===== config.mk =====
export PLATFORM = sky130hd
export DESIGN_NAME = pior_top
export DESIGN_NICKNAME = d
export VERILOG_FILES = /design/src/verilog/pior_bank.v /design/src/verilog/pior_top.v
export VERILOG_INCLUDE_DIRS = /design/src /design/src/verilog
export SDC_FILE = /design/constraint.sdc
export NUM_CORES = 1
export LEC_CHECK = 0
export ABC_CLOCK_PERIOD_IN_PS = 1600
export BUFFER_PORTS_ARGS = -buffer_cell sky130_fd_sc_hd__buf_2
export CORE_AREA = 2 2 127 190
export DETAILED_ROUTE_END_ITERATION = 12
export DIE_AREA = 0 0 129 192
export HOLD_SLACK_MARGIN = 0.08
export PLACE_DENSITY = 0.54
export SYNTH_ARGS = -nofsm -noshare
export SYNTH_HDL_FRONTEND = slang
export SYNTH_HIERARCHICAL = 1
export SYNTH_SLANG_ARGS = --single-unit

===== constraint.sdc =====
create_clock -name clk_i -period 1.6 [get_ports clk_i]
set_input_delay 0.24 -clock clk_i [delete_from_list [all_inputs] [get_ports clk_i]]
set_output_delay 0.24 -clock clk_i [all_outputs]
set_load 0.1 [all_outputs]

===== src/verilog/pior_consts.vh =====
// Constants for the peripheral I/O register map block
`ifndef PIOR_CONSTS_VH
`define PIOR_CONSTS_VH

// ----------------------------------------------------------------
// Access widths
// ----------------------------------------------------------------
`define PIOR_W1 2'h0
`define PIOR_W4 2'h1
`define PIOR_W8 2'h2

// ----------------------------------------------------------------
// Register addresses
// ----------------------------------------------------------------
`define PIOR_A_LO 12'hF80
`define PIOR_A_SP 12'hF80
`define PIOR_A_RBS 12'hF82
`define PIOR_A_MBS 12'hF83
`define PIOR_A_SBS 12'hF84
`define PIOR_A_BTM 12'hF85
`define PIOR_A_BT 12'hF86
`define PIOR_A_TIMER2_HIGH_PERIOD_MODULO 12'hF88
`define PIOR_A_WDT 12'hF8B
`define PIOR_A_TM2 12'hF90
`define PIOR_A_TC2 12'hF92
`define PIOR_A_TC2H 12'hF93
`define PIOR_A_T2 12'hF94
`define PIOR_A_TIMER2_MODULO 12'hF96
`define PIOR_A_TM0 12'hFA0
`define PIOR_A_TIMER0_OUT_ENABLE 12'hFA2
`define PIOR_A_T0 12'hFA4
`define PIOR_A_TIMER0_MODULO 12'hFA6
`define PIOR_A_TM1 12'hFA8
`define PIOR_A_TIMER1_OUT_ENABLE 12'hFAA
`define PIOR_A_T1 12'hFAC
`define PIOR_A_TIMER1_MODULO 12'hFAE

// ----------------------------------------------------------------
// Field positions and reset values
// ----------------------------------------------------------------
`define PIOR_BIT3 2'h3
`define PIOR_RST8 8'h00
`define PIOR_RST4 4'h0
`define PIOR_RST3 3'h0
`define PIOR_RST2 2'h0
`define PIOR_RST1 1'h0
`define PIOR_SP_B0 1'h0
`define PIOR_ZERO8 8'h00
`define PIOR_ZERO4 4'h0
`define PIOR_ZERO7 7'h00
`define PIOR_ZERO1 1'h0
`define PIOR_ONE1 1'h1

// ----------------------------------------------------------------
// Legal bank choices
// ----------------------------------------------------------------
`define PIOR_RB_MAX 4'h3
`define PIOR_MB_0 4'h0
`define PIOR_MB_4 4'h4
`define PIOR_MB_15 4'hF

`endif


===== src/verilog/pior_bank.v =====
// Register and memory bank choice registers loaded by the choose instruction
`timescale 1ns/1ps
`include "pior_consts.vh"

module pior_bank
(
  input wire clk_i, // CPU clock
  input wire arst_n_i, // Async reset, active low
  input wire sel_rb_i, // Choose register bank strobe
  input wire sel_mb_i, // Choose memory bank strobe
  input wire [3:0] sel_val_i, // Bank number to choose
  output wire [3:0] register_bank_o, // Current register bank choice
  output wire [3:0] memory_bank_o // Current memory bank choice
);

  reg [3:0] rb_q;
  reg [3:0] mb_q;
  wire rb_ok;
  wire mb_ok;

  // ----------------------------------------------------------------
  // Value screening
  // ----------------------------------------------------------------
  // screen bank values
  assign rb_ok = (sel_val_i <= `PIOR_RB_MAX);
  assign mb_ok = (sel_val_i == `PIOR_MB_0) || (sel_val_i == `PIOR_MB_4) ||
                 (sel_val_i == `PIOR_MB_15);

  // Load on choose strobes; out-of-range values leave the choice alone
  always @(posedge clk_i or negedge arst_n_i)
  begin
    if (!arst_n_i)
    begin
      rb_q <= `PIOR_RST4;
      mb_q <= `PIOR_RST4;
    end
    else
    begin
      if (sel_rb_i && rb_ok)
        rb_q <= sel_val_i;
      if (sel_mb_i && mb_ok)
        mb_q <= sel_val_i;
    end
  end

  assign register_bank_o = rb_q;
  assign memory_bank_o = mb_q;

endmodule // pior_bank


===== src/verilog/pior_top.v =====
// Peripheral I/O register map seen from the CPU data memory path
`timescale 1ns/1ps
`include "pior_consts.vh"

module pior_top
(
  input wire clk_i, // CPU clock, 125 MHz
  input wire arst_n_i, // Async reset, active low
  input wire [11:0] addr_i, // Data memory address
  input wire [1:0] width_i, // Access width: 1, 4 or 8 bits
  input wire [1:0] bit_i, // Bit position for 1-bit access
  input wire wr_i, // Write strobe
  input wire rd_i, // Read strobe
  input wire [7:0] wdata_i, // Write data, low bits used for narrow access
  output wire [7:0] rdata_o, // Read data, one cycle after rd_i
  output wire rvalid_o, // Read data valid pulse
  input wire sel_rb_i, // Choose register bank strobe
  input wire sel_mb_i, // Choose memory bank strobe
  input wire [3:0] sel_val_i, // Bank number for the choose strobes
  input wire [7:0] itv_count_i, // Interval timer count from timer logic
  input wire [7:0] t0_count_i, // Timer 0 count
  input wire [7:0] t1_count_i, // Timer 1 count
  input wire [7:0] t2_count_i, // Timer 2 count
  input wire t0_raw_i, // Timer 0 output before gating
  input wire t1_raw_i, // Timer 1 output before gating
  input wire t2_raw_i, // Timer 2 output before gating
  output wire [7:0] stack_pointer_o, // Stack pointer
  output wire [3:0] register_bank_o, // Register bank choice
  output wire [3:0] memory_bank_o, // Memory bank choice
  output wire [3:0] stack_bank_o, // Stack bank choice
  output wire [3:0] interval_timer_mode_o, // Interval timer mode
  output wire watchdog_enable_o, // Watchdog enable flag
  output wire [7:0] timer2_high_modulo_o, // Timer 2 high-period modulo
  output wire [7:0] timer0_mode_o, // Timer 0 mode
  output wire [7:0] timer1_mode_o, // Timer 1 mode
  output wire [7:0] timer2_mode_o, // Timer 2 mode
  output wire [7:0] timer0_modulo_o, // Timer 0 modulo
  output wire [7:0] timer1_modulo_o, // Timer 1 modulo
  output wire [7:0] timer2_modulo_o, // Timer 2 modulo
  output wire [2:0] timer2_control_o, // Timer 2 carrier, level buffer, level
  output wire [2:0] timer2_control_hi_o, // Timer 2 upper control bits 2..0
  output wire [2:0] timer_out_enable_o, // Output enables of timers 2..0
  output wire [2:0] timer_pin_o // Gated timer pins 2..0
);

  // ----------------------------------------------------------------
  // Access qualifiers
  // ----------------------------------------------------------------
  wire wr1;
  wire wr4;
  wire wr8;
  wire rd1;
  wire rd4;
  wire rd8;
  wire bit3;
  wire even;
  wire [7:0] counts [0:2];
  wire [2:0] raw;
  wire [23:0] mode_flat;
  wire [23:0] modulo_flat;

  // byte access at even address only
  assign even = ~addr_i[0];
  assign wr1 = wr_i && (width_i == `PIOR_W1);
  assign wr4 = wr_i && (width_i == `PIOR_W4);
  assign wr8 = wr_i && (width_i == `PIOR_W8) && even;
  assign rd1 = rd_i && (width_i == `PIOR_W1);
  assign rd4 = rd_i && (width_i == `PIOR_W4);
  assign rd8 = rd_i && (width_i == `PIOR_W8) && even;
  assign bit3 = (bit_i == `PIOR_BIT3);
  assign counts[0] = t0_count_i;
  assign counts[1] = t1_count_i;
  assign counts[2] = t2_count_i;
  assign raw = {t2_raw_i, t1_raw_i, t0_raw_i};

  // ----------------------------------------------------------------
  // Bank choice registers
  // ----------------------------------------------------------------
  pior_bank u_bank
  (
    .clk_i(clk_i),
    .arst_n_i(arst_n_i),
    .sel_rb_i(sel_rb_i),
    .sel_mb_i(sel_mb_i),
    .sel_val_i(sel_val_i),
    .register_bank_o(register_bank_o),
    .memory_bank_o(memory_bank_o)
  );

  // ----------------------------------------------------------------
  // Stand-alone registers
  // ----------------------------------------------------------------
  reg [6:0] sp_q;
  reg [3:0] sbs_q;
  reg [3:0] btm_q;
  reg wdt_q;
  reg [7:0] timer2_high_period_modulo_q;
  reg [2:0] tc2_q;
  reg [2:0] tc2h_q;

  // Stack pointer, upper seven bits only
  always @(posedge clk_i or negedge arst_n_i)
  begin
    if (!arst_n_i)
      sp_q <= `PIOR_ZERO7;
    else if (wr8 && addr_i == `PIOR_A_SP)
      sp_q <= wdata_i[7:1];
  end

  // Stack bank, nibble access only
  always @(posedge clk_i or negedge arst_n_i)
  begin
    if (!arst_n_i)
      sbs_q <= `PIOR_RST4;
    else if (wr4 && addr_i == `PIOR_A_SBS)
      sbs_q <= wdata_i[3:0];
  end

  // Interval timer mode, nibble or bit 3 alone
  always @(posedge clk_i or negedge arst_n_i)
  begin
    if (!arst_n_i)
      btm_q <= `PIOR_RST4;
    else if (wr4 && addr_i == `PIOR_A_BTM)
      btm_q <= wdata_i[3:0];
    else if (wr1 && bit3 && addr_i == `PIOR_A_BTM)
      btm_q[3] <= wdata_i[0];
  end

  // Watchdog enable, set by a 1-bit write of one at bit 3
  always @(posedge clk_i or negedge arst_n_i)
  begin
    if (!arst_n_i)
      wdt_q <= `PIOR_RST1;
    else if (wr1 && bit3 && addr_i == `PIOR_A_WDT && wdata_i[0])
      wdt_q <= `PIOR_ONE1;
  end

  // Timer 2 high-period modulo, byte only
  always @(posedge clk_i or negedge arst_n_i)
  begin
    if (!arst_n_i)
      timer2_high_period_modulo_q <= `PIOR_RST8;
    else if (wr8 && addr_i == `PIOR_A_TIMER2_HIGH_PERIOD_MODULO)
      timer2_high_period_modulo_q <= wdata_i;
  end

  // Timer 2 control: low nibble bits 2..0 by 1, 4 or 8 bits
  always @(posedge clk_i or negedge arst_n_i)
  begin
    if (!arst_n_i)
    begin
      tc2_q <= `PIOR_RST3;
      tc2h_q <= `PIOR_RST3;
    end
    else if (wr8 && addr_i == `PIOR_A_TC2)
    begin
      tc2_q <= wdata_i[2:0];
      tc2h_q <= wdata_i[6:4];
    end
    else if (wr4 && addr_i == `PIOR_A_TC2)
      tc2_q <= wdata_i[2:0];
    else if (wr1 && !bit3 && addr_i == `PIOR_A_TC2)
      tc2_q[bit_i] <= wdata_i[0];
  end

  // ----------------------------------------------------------------
  // Timer channels 0, 1 and 2
  // ----------------------------------------------------------------
  wire [2:0] oe_q;
  wire [2:0] pin_q;

  genvar g;
  generate
    for (g = 0; g < 3; g = g + 1)
    begin : g_tmr
      localparam [11:0] MODE_A = (g == 0) ? `PIOR_A_TM0 :
                                 (g == 1) ? `PIOR_A_TM1 : `PIOR_A_TM2;
      localparam [11:0] MOD_A = (g == 0) ? `PIOR_A_TIMER0_MODULO :
                                (g == 1) ? `PIOR_A_TIMER1_MODULO : `PIOR_A_TIMER2_MODULO;
      localparam [11:0] OE_A = (g == 0) ? `PIOR_A_TIMER0_OUT_ENABLE :
                               (g == 1) ? `PIOR_A_TIMER1_OUT_ENABLE : `PIOR_A_TC2;
      localparam WIDE_OE = (g == 2);
      reg [7:0] mode_q;
      reg [7:0] mod_q;
      reg oe_bit_q;
      reg pin_bit_q;

      // Mode register, byte or bit 3 alone
      always @(posedge clk_i or negedge arst_n_i)
      begin
        if (!arst_n_i)
          mode_q <= `PIOR_RST8;
        else if (wr8 && addr_i == MODE_A)
          mode_q <= wdata_i;
        else if (wr1 && bit3 && addr_i == MODE_A)
          mode_q[3] <= wdata_i[0];
      end

      // Modulo register, byte only
      always @(posedge clk_i or negedge arst_n_i)
      begin
        if (!arst_n_i)
          mod_q <= `PIOR_RST8;
        else if (wr8 && addr_i == MOD_A)
          mod_q <= wdata_i;
      end

      // Output enable: bit 3 write; timer 2 also by nibble or byte
      always @(posedge clk_i or negedge arst_n_i)
      begin
        if (!arst_n_i)
          oe_bit_q <= `PIOR_RST1;
        else if (wr1 && bit3 && addr_i == OE_A)
          oe_bit_q <= wdata_i[0];
        else if (WIDE_OE && (wr4 || wr8) && addr_i == OE_A)
          oe_bit_q <= wdata_i[3];
      end

      // Gated timer pin
      always @(posedge clk_i or negedge arst_n_i)
      begin
        if (!arst_n_i)
          pin_bit_q <= `PIOR_RST1;
        else
          pin_bit_q <= raw[g] & oe_bit_q;
      end

      // One driver per bit of the shared vectors
      assign oe_q[g] = oe_bit_q;
      assign pin_q[g] = pin_bit_q;

      assign mode_flat[8*g+:8] = mode_q;
      assign modulo_flat[8*g+:8] = mod_q;
    end
  endgenerate

  // ----------------------------------------------------------------
  // Read multiplexer
  // ----------------------------------------------------------------
  reg [7:0] rd_d;
  reg [7:0] rdata_q;
  reg rvalid_q;

  // Select read data; write-only and unmapped places read zero
  always @*
  begin
    rd_d = `PIOR_ZERO8;
    case (addr_i)
      `PIOR_A_SP:
        if (rd8)
          rd_d = {sp_q, `PIOR_SP_B0};
      `PIOR_A_RBS:
        if (rd4)
          rd_d = {`PIOR_ZERO4, register_bank_o};
        else if (rd8)
          rd_d = {memory_bank_o, register_bank_o};
      `PIOR_A_MBS:
        if (rd4)
          rd_d = {`PIOR_ZERO4, memory_bank_o};
      `PIOR_A_SBS:
        if (rd4)
          rd_d = {`PIOR_ZERO4, sbs_q};
      `PIOR_A_BT:
        if (rd8)
          rd_d = itv_count_i;
      `PIOR_A_TIMER2_HIGH_PERIOD_MODULO:
        if (rd8)
          rd_d = timer2_high_period_modulo_q;
      `PIOR_A_TM2:
        if (rd8)
          rd_d = mode_flat[23:16];
      `PIOR_A_TC2:
        if (rd8)
          rd_d = {`PIOR_ZERO1, tc2h_q, `PIOR_ZERO1, tc2_q};
        else if (rd4)
          rd_d = {`PIOR_ZERO4, `PIOR_ZERO1, tc2_q};
        else if (rd1 && !bit3)
          rd_d = {`PIOR_ZERO7, tc2_q[bit_i]};
      `PIOR_A_T2:
        if (rd8)
          rd_d = counts[2];
      `PIOR_A_TIMER2_MODULO:
        if (rd8)
          rd_d = modulo_flat[23:16];
      `PIOR_A_TM0:
        if (rd8)
          rd_d = mode_flat[7:0];
      `PIOR_A_T0:
        if (rd8)
          rd_d = counts[0];
      `PIOR_A_TIMER0_MODULO:
        if (rd8)
          rd_d = modulo_flat[7:0];
      `PIOR_A_TM1:
        if (rd8)
          rd_d = mode_flat[15:8];
      `PIOR_A_T1:
        if (rd8)
          rd_d = counts[1];
      `PIOR_A_TIMER1_MODULO:
        if (rd8)
          rd_d = modulo_flat[15:8];
      default:
        rd_d = `PIOR_ZERO8;
    endcase
  end

  // Register read data one cycle after the strobe
  always @(posedge clk_i or negedge arst_n_i)
  begin
    if (!arst_n_i)
    begin
      rdata_q <= `PIOR_RST8;
      rvalid_q <= `PIOR_RST1;
    end
    else
    begin
      rvalid_q <= rd_i;
      if (rd_i)
        rdata_q <= (addr_i >= `PIOR_A_LO) ? rd_d : `PIOR_ZERO8;
    end
  end

  // ----------------------------------------------------------------
  // Outputs
  // ----------------------------------------------------------------
  assign rdata_o = rdata_q;
  assign rvalid_o = rvalid_q;
  assign stack_pointer_o = {sp_q, `PIOR_SP_B0};
  assign stack_bank_o = sbs_q;
  assign interval_timer_mode_o = btm_q;
  assign watchdog_enable_o = wdt_q;
  assign timer2_high_modulo_o = timer2_high_period_modulo_q;
  assign timer0_mode_o = mode_flat[7:0];
  assign timer1_mode_o = mode_flat[15:8];
  assign timer2_mode_o = mode_flat[23:16];
  assign timer0_modulo_o = modulo_flat[7:0];
  assign timer1_modulo_o = modulo_flat[15:8];
  assign timer2_modulo_o = modulo_flat[23:16];
  assign timer2_control_o = tc2_q;
  assign timer2_control_hi_o = tc2h_q;
  assign timer_out_enable_o = oe_q;
  assign timer_pin_o = pin_q;

endmodule // pior_top


==> results of run 1 <==
==> timing repair <==
action / 4_1_cts / 5_1_grt
setup endpoints to repair: 6 / 57
hold buffers: 3 / 0
endpoints found under the hold margin: 22 / 0
buffers inserted: 2 / 4
pin swaps: 3 / 16
resized for setup: 8 / 36
==> sequential cells by signal (all words and copies together) (netlist names) <==
register	flops
interval_timer_mode_o	4
watchdog_enable_o	1
timer2_control_o	3
timer2_control_hi_o	3
timer1_mode_o	8
stack_bank_o	4
timer2_high_modulo_o	8
sp_q	7
rdata_o	8
timer0_modulo_o	8
u_bank/register_bank_o	4
timer0_mode_o	8
timer2_mode_o	8
g_tmr.pin_bit_q	3
g_tmr.oe_bit_q	3
timer1_modulo_o	8
timer2_modulo_o	8
u_bank/memory_bank_o	4
rvalid_o	1
==> synth_stat cells, drive strengths merged, types with 5 or more instances <==
library cell  count
clkbuf           17
or3               5
nand3            14
mux2i            26
a21oi            17
dfrtp           101
and3              9
nor3             20
a31oi             9
nor2              8
a211oi            5
a22oi             6
nor3b             6
a32oi             5
o21ai             9
nor4             10
o22ai             7
buf              24
nand2            31
nand2b            8
nand3b            9
mux2             76
inv               6
nor2b            10
==> layout make-up <==
class                           instances  area (sq um)  share of cell area [%]
Clock buffer                           15           248                    2.98
Inverter                                6          22.5                   0.271
Multi-Input combinational cell        358          3180                    38.3
Sequential cell                       101          2550                    30.6
Tap cell                              315           394                    4.73
Timing Repair Buffer                  293          1920                    23.1
==> stage by stage <==
| stage | instances | utilization [%] | worst slack (ps) | total power [uW] | setup TNS (ps) |
|---|---|---|---|---|---|
| final | 1088 | 36.1 | -251 | 5470 | -280 |
| after global routing | 1088 | 36.1 | -293 | 5670 | -452 |
| after CTS | 1085 | 35.4 | -256 | 5520 | -276 |
| after detailed placement | 1065 | 34.0 | -474 | 3500 | -27210 |
| after global placement | 1065 | 34.0 | -489 | 3500 | -26680 |
| after floorplan | 506 | - | -293 | 3070 | -16980 |
==> cells by family (layout without fill, tap and decap cells) <==
family | after synthesis | after routing
AO/OA/AOI/OAI | 85 | 85
XOR/XNOR | 1 | 1
buffers and inverters | 47 | 314
flip-flops | 101 | 101
multiplexers | 104 | 104
other | 1 | 1
AND/OR/NAND/NOR | 167 | 167
==> routing by layer <==
layer	global-route usage, %	up-vias	wire length [microns]
met3	2.62	43	893
met1	22.5	2660	9510
met2	33.0	157	12000
li1	-	2446	-
met4	8.32	0	875
met5	0	-	0
==> power by group through the flow <==
| stage | logic [uW] | registers, uW | clock network [uW] |
|---|---|---|---|
| 3_5_place_dp | 856 | 2650 | 0 |
| 2_1_floorplan | 283 | 2790 | 0 |
| 6_report | 887 | 2600 | 1980 |
| 3_3_place_gp | 855 | 2650 | 0 |
| 5_1_grt | 939 | 2600 | 2130 |
| 4_1_cts | 871 | 2600 | 2050 |
==> path summary, 6_finish.rpt <==
path / startpoint / to / depth (start not counted)
hold / removal: t2_raw_i / g_tmr[2].pin_bit_q / 2
min in group asynchronous: arst_n_i / timer1_mode_o[7] / 2
setup reg to reg: timer1_modulo_o[3] / rdata_o[3] / 5
setup / recovery: timer1_modulo_o[3] / rdata_o[3] / 5
max in group asynchronous: arst_n_i / sp_q[3] / 3
hold reg to reg: watchdog_enable_o / watchdog_enable_o / 1
==> metrics.txt, run 1 <==
total wire length=23300 microns; critical path data arrival time=2090 ps; slowest stage delay, CP=510 ps; area leader, netlist=dfrtp_1; status=complete, but fails checks; number of global-route vias before repair=5368; max cap viols=0; ranking of synthesized cells by area=dfrtp_1 44%, mux2_2 14%, mux2i_1 4.6%, nand2_1 1.9%, mux2_4 1.9%; TritonCTS clock tree=done; clock group share of total power=36.2%; post-synth top area share=44.5%; worst clock skew=6.99 ps; CTS buffer count=9; Root Driver=clkbuf_16; Worst Path Max Fanout=2; gr ovfl total=0; # port buffers=169; syn_area_per_cell=11.2 sq um; CP max-delay cell=mux4_2; fill count=2374; complex-gate fraction of the synthesized area=10.4%; post-place instance area=7840 sq um; Via density=4.88; internal reg-to-reg setup slack=-250 ps; initial core utilization=24.6%; asr flop ratio synth=100%; PwrDens=657 nW/um^2; Post-Syn Nets=575; Nets=838; synthesis-to-layout area growth=46.5%; all-layer global routing usage=18.8%; Avg WL per Cell=21.4 microns; combinational fraction of design power=16.2%; Critical path buffers and inverters=0; Synth cell types=74; Rows=68; drt first pass iters=4; Hold Vio Cnt, Final=0; Setup Crit Path Kind=flop to flop; CP Launch Type=flop; Detailed Route Iter0 Violations=257; clk sinks=101; global-route wire length before repair=33800 microns; Slew headroom=65.1%; multiplexer share of the synthesized area=20.9%; post-synthesis register bit count=101; Cells after Synth=506; unrepaired setup endpoints after global routing=true; commonest cells after routing, fill and taps aside=161 x buf_2, 115 x buf_4, 84 x dfrtp_1; post-synthesis sequential area ratio=44.5%; Leakage=0.00415 uW; CP cell instances=mux4_2 > nor2b_1 > o211ai_1 > o2111ai_1 > a211o_1; die height=192 microns; largest family of logic cells by synthesized area=multiplexers; CP required=1840 ps; fin worst setup slack=-251 ps; maximum clock frequency=0.540 GHz; CP Capture Type=flop; H-tree depth=3; EDFF count, synth=0; Post-Synth Simple-Gate Area=19.8%; clock slew at reported path FFs=70 ps; # IOs=171; Mapped Area=5680 sq um; failing checks=setup timing; post-detail-place hpwl=18600 microns; cell family with most CP delay=compound AO/OA/AOI/OAI gates; fin crit share=116%; Least-Margin Pin Slew=526 ps; Die Width=129 microns; Max Slew Vio Count=0; insertion delay of the later-clocked pin in the worst-skew pair=360 ps; final setup vio count=2; Ys Warns=6; Sw Share=27.9%; Seq pwr share=47.6%; Min Hold Slack=92.1 ps; die area=24800 sq um; DR DRC count=0; XOR/XNOR share of the synthesized area=0.154%; GP Congestion=0.927; initial antenna violation count=0; switching power=1530 uW; internal power=3940 uW; maximum VDD drop=495 uV; layout cells sized above 1=56.9%; largest net degree at the start of global routing=42; Synth Area in Adders=0%; Max Root-Sink Buffers=2; final instance area=8320 sq um; commonest non-fill, non-tap cell in the layout=buf_2; ANT cells=0; post-route ant nets=0; Post-synth top flop=dfrtp_1; worst min-delay path class=input port to flop; vias=5306; Core Region=23100 sq um; Final Critical Period=1850 ps
Note: power is estimated with default switching activity, not from simulation.
==> run 2, diff against run 1 <==
ABC_AREA = 1   (was not set)
BUFFER_PORTS_ARGS = not set   (was -buffer_cell sky130_fd_sc_hd__buf_2)
CORE_AREA = 2 2 127 191   (was 2 2 127 190)
DIE_AREA = 0 0 129 193   (was 0 0 129 192)
DONT_BUFFER_PORTS = 1   (was not set)
PLACE_DENSITY = 0.47   (was 0.54)
RECOVER_POWER = 50   (was not set)
==> metrics.txt, run 2 <==
insertion delay of the later-clocked pin in the worst-skew pair=370 ps; drt first pass iters=5; Core Region=23400 sq um; Root Driver=clkbuf_16; commonest cells after routing, fill and taps aside=213 x nand2_1, 127 x nor2_1, 117 x buf_4; CTS buffer count=9; ranking of synthesized cells by area=dfrtp_1 44%, nand2_1 14%, nand3_1 8.5%, nor2_1 8.2%, o21ai_0 6.0%; synthesis-to-layout area growth=28.2%; number of global-route vias before repair=5613; Critical path buffers and inverters=1; CP max-delay cell=clkbuf_2; Avg WL per Cell=19.0 microns; area leader, netlist=dfrtp_1; vias=5723; CP cell instances=clkbuf_2; Post-CTS Setup Repair Bufs=0; Rows=69; Crit path depth=1; Die Width=129 microns; CP required=1360 ps; Post-synth top flop=dfrtp_1; Max Root-Sink Buffers=2; most frequent cells after synthesis=212 x nand2_1, 126 x nor2_1, 101 x dfrtp_1; clk sinks=101; initial core utilization=24.6%; Final Critical Period=1530 ps; total wire length=23600 microns; Least-Margin Pin Slew=588 ps; post-synthesis sequential area ratio=43.9%; Setup Crit Path Kind=flop to output port; TritonCTS clock tree=done; Max Slew Vio Count=0; final setup vio count=0; H-tree depth=3; CP Capture Type=output port; Slew headroom=60.6%; Post-Syn Nets=858; failing checks=hold timing; initial antenna violation count=0; critical path data arrival time=1290 ps; EDFF count, synth=0; CTS Hold Bufs=13; Synth cell types=38; Cells after Synth=789; clock slew at reported path FFs=80 ps; Via density=4.60; post-synth top area share=43.9%; largest net degree at the start of global routing=102; layout cells sized above 1=20.1%; CP Launch Type=flop; post-synthesis register bit count=101; Hold Vio Cnt, Final=101; Leakage=0.00356 uW; Mapped Area=5760 sq um; final instance area=7380 sq um; syn_area_per_cell=7.29 sq um; asr flop ratio synth=100%; die height=193 microns; DR DRC count=0; Min Hold Slack=-430 ps; R2R depth=4; PwrDens=740 nW/um^2; post-route ant nets=0; gr ovfl total=0; # IOs=171; GP Congestion=0.883; max cap viols=0; fin crit share=95.8%; worst min-delay path class=input port to async pin; slowest stage delay, CP=500 ps; post-detail-place hpwl=18700 microns; most frequent cell after synthesis=nand2_1; ANT cells=0; global-route wire length before repair=34900 microns; post-place instance area=7090 sq um; die area=24900 sq um; all-layer global routing usage=19.3%; Worst Path Max Fanout=3; maximum clock frequency=0.653 GHz; Ys Warns=6; worst clock skew=17.8 ps; cell family with most CP delay=buffers and inverters; unrepaired setup endpoints after global routing=false; status=complete, but fails checks; maximum VDD drop=580 uV; Detailed Route Iter0 Violations=338; Nets=990; commonest non-fill, non-tap cell in the layout=nand2_1; # port buffers=0
## run 2: cell count changes after synthesis, sizes merged, moves of 62 or more
| cell | previous run | this run |
|---|---|---|
| nand2 | 31 | 221 |
| nor2 | 8 | 138 |
| nand3 | 14 | 103 |
| mux2 | 76 | 0 |
| o21ai | 9 | 80 |
| inv | 6 | 68 |
## run 2: power breakdown
part | total (uW) | switching (uW) | leakage (uW) | internal (uW)
logic | 629 | 490 | 0.00207 | 138
clock network | 2210 | 1010 | 0.000129 | 1200
registers | 2620 | 37.9 | 0.00136 | 2580
total | 5460 | 1540 | 0.00356 | 3920
## run 2: layout make-up
| cell class | instances | area [sq um] |
|---|---|---|
| fill | 2613 | 16000 |
| multi-input combinational | 591 | 2720 |
| sequential | 101 | 2530 |
| timing repair buffer | 149 | 1190 |
| tap | 319 | 399 |
| inverter | 69 | 260 |
| clock buffer | 12 | 236 |
| clock inverter | 2 | 37.5 |
## run 2: through the flow
stage / util (%) / setup slack (ps) / instances / TNS (ps) / total power (uW)
2_1_floorplan: - / 106 / 789 / 0 / 3100
3_3_place_gp: 30.3 / -105 / 1216 / -738 / 3290
3_5_place_dp: 30.3 / -105 / 1216 / -629 / 3290
4_1_cts: 32.0 / 108 / 1243 / 0 / 5560
5_1_grt: 31.5 / 27.5 / 1243 / 0 / 5650
6_report: 31.5 / 67.7 / 1243 / 0 / 5460
## run 2: final timing paths
kind	start	endpoint	slack, ps
min in group clk_i	bit_i[1]	timer2_control_o[1]	110
worst max register to register	u_bank/register_bank_o[0]	u_bank/register_bank_o[0]	110
max in group asynchronous	arst_n_i	u_bank/register_bank_o[2]	1800
worst min-delay path	arst_n_i	timer0_modulo_o[0]	-430
worst min register to register	g_tmr[0].oe_bit_q	g_tmr[0].oe_bit_q	500
worst max-delay path	u_bank/memory_bank_o[0]	memory_bank_o[0]	70
## run 2: metal layers
layer | part of all wire (%) | vias up | GRT usage [%] | wire length [microns]
met5 | 0 | - | 0 | 0
met4 | 2.0 | 0 | 5.18 | 470
met3 | 7.3 | 23 | 6.13 | 1720
met2 | 54 | 153 | 36.2 | 12700
met1 | 37 | 2729 | 20.7 | 8750
li1 | - | 2818 | - | -
## run 2: repair_timing
item / 4_1_cts / 5_1_grt
endpoints found under the setup margin: 4 / 0
hold endpoints to repair: 116 / 101
gates resized for setup: 4 / 0
## run 2: kinds of logic (layout without fill, tap and decap cells)
| family | after synthesis | count (layout) | share of synthesized area (%) |
|---|---|---|---|
| AND/OR/NAND/NOR | 484 | 484 | 38.1 |
| AO/OA/AOI/OAI | 106 | 106 | 10.2 |
| flip-flops | 101 | 101 | 43.9 |
| buffers and inverters | 97 | 232 | 7.72 |
| other | 1 | 1 | 0.0652 |
==> run 3, diff against run 2 <==
PLACE_DENSITY = 0.5   (was 0.47)
==> metrics.txt, run 3 (synthesized netlist as in run 2, its figures left out) <==
CTS Hold Bufs=11; failing checks=hold timing; Detailed Route Iter0 Violations=442; PwrDens=749 nW/um^2; maximum VDD drop=528 uV; post-route ant nets=0; die height=193 microns; metal2 WL=12200 microns; all-layer global routing usage=18.9%; vias=5764; unrepaired setup endpoints after global routing=false; Setup Crit Path Kind=flop to output port; status=complete, but fails checks; CTS buffer count=9; critical path data arrival time=1320 ps; Die Width=129 microns; worst r2r src=timer2_control_o[1]; ANT cells=0; die area=24900 sq um; gr ovfl total=0; synthesis-to-layout area growth=29.5%; Root Driver=clkbuf_16; global-route wire length before repair=34700 microns; # port buffers=0; # IOs=171; final instance area=7460 sq um; Slew headroom=38.4%; Worst Path Max Fanout=2; Min Hold Slack=-429 ps; Nets=992; layout cells sized above 1=21.1%; GP Congestion=0.896; fill count=2539; Max Slew Vio Count=0; max cap viols=0; post-detail-place hpwl=18300 microns; Rows=69; Final Critical Period=1560 ps; Via density=4.62; drt first pass iters=6; M1 WL=8280 microns; initial core utilization=24.6%; reg2reg end=rdata_o[1]; Hold Vio Cnt, Final=101; worst min-delay path class=input port to async pin; met3 routed WL=1760 microns; Leakage=0.00360 uW; Least-Margin Pin Slew=923 ps; TritonCTS clock tree=done; commonest non-fill, non-tap cell in the layout=nand2_1; post-layout util=31.9%; final setup vio count=0; CP Capture Type=output port; CP Launch Type=flop; clk sinks=101; maximum clock frequency=0.642 GHz; Avg WL per Cell=18.6 microns; total wire length=23200 microns; commonest cells after routing, fill and taps aside=213 x nand2_1, 129 x nor2_1, 120 x buf_4; worst clock skew=7.58 ps; clock slew at reported path FFs=70 ps; largest net degree at the start of global routing=102; CP required=1360 ps; H-tree depth=3; highest metal used=met4; insertion delay of the later-clocked pin in the worst-skew pair=360 ps; DR DRC count=0; multi-input logic area=2740 sq um; Crit path depth=0; Max Root-Sink Buffers=2; post-place instance area=7120 sq um; initial antenna violation count=0; fin crit share=97.3%; number of global-route vias before repair=5791; R2R depth=6; register area=2530 sq um; internal reg-to-reg setup slack=330 ps; Core Region=23400 sq um
[run 3: cell count changes in the layout (fill, tap and decap cells not counted), moves of 3 or more]
cell	delta
buf_4	+3
dfrtp_2	-3
clkbuf_1	-4
dfrtp_1	+3
nor2_2	-3
[run 3: metal layers]
metal	vias to the layer above	GRT usage, %
met2	183	35.1
met1	2715	19.8
met4	0	8.57
li1	2822	-
met3	44	4.99
met5	-	0
[run 3: worst max-delay path by stage]
| stage | from | to | slack [ps] |
|---|---|---|---|
| floorplan | u_bank/register_bank_o[2] | rdata_o[2] | 110 |
| global placement | addr_i[0] | rdata_o[1] | -110 |
| detailed placement | addr_i[0] | rdata_o[1] | -90 |
| CTS | rdata_o[5] | rdata_o[5] | 10 |
| global route | rdata_o[4] | rdata_o[4] | 10 |
| finish | rdata_o[4] | rdata_o[4] | 40 |
[run 3: area by class of cell]
class	instances	area share, %
sequential	101	33.9
clock buffer	9	3.02
inverter	69	3.49
multi-input combinational	591	36.8
tap	319	5.35
timing repair buffer	151	16.3
clock inverter	7	1.09
[run 3: stage by stage]
stage | worst slack, ps | setup TNS [ps] | std cells | hold slack [ps] | power [uW]
global placement | -113 | -773 | 1220 | -49.0 | 3290
floorplan | 106 | 0 | 789 | -55.6 | 3100
finish | 43.5 | 0 | 1247 | -429 | 5580
global route | 11.7 | 0 | 1247 | -441 | 5780
CTS | 13.7 | 0 | 1247 | -443 | 5670
detailed placement | -89.9 | -435 | 1220 | -49.4 | 3300
[run 3: repair_timing]
action                                  in CTS  in global routing
hold endpoints to repair                   116                101
endpoints found under the setup margin       0                  1
gates resized for setup                      0                  1
setup buffers                                0                  0
[run 3: power breakdown]
part           switching [uW]  internal (uW)  total [uW]
Combinational             496            131         626
Clock                    1100           1230        2340
Sequential               35.0           2580        2620
Total                    1630           3950        5580
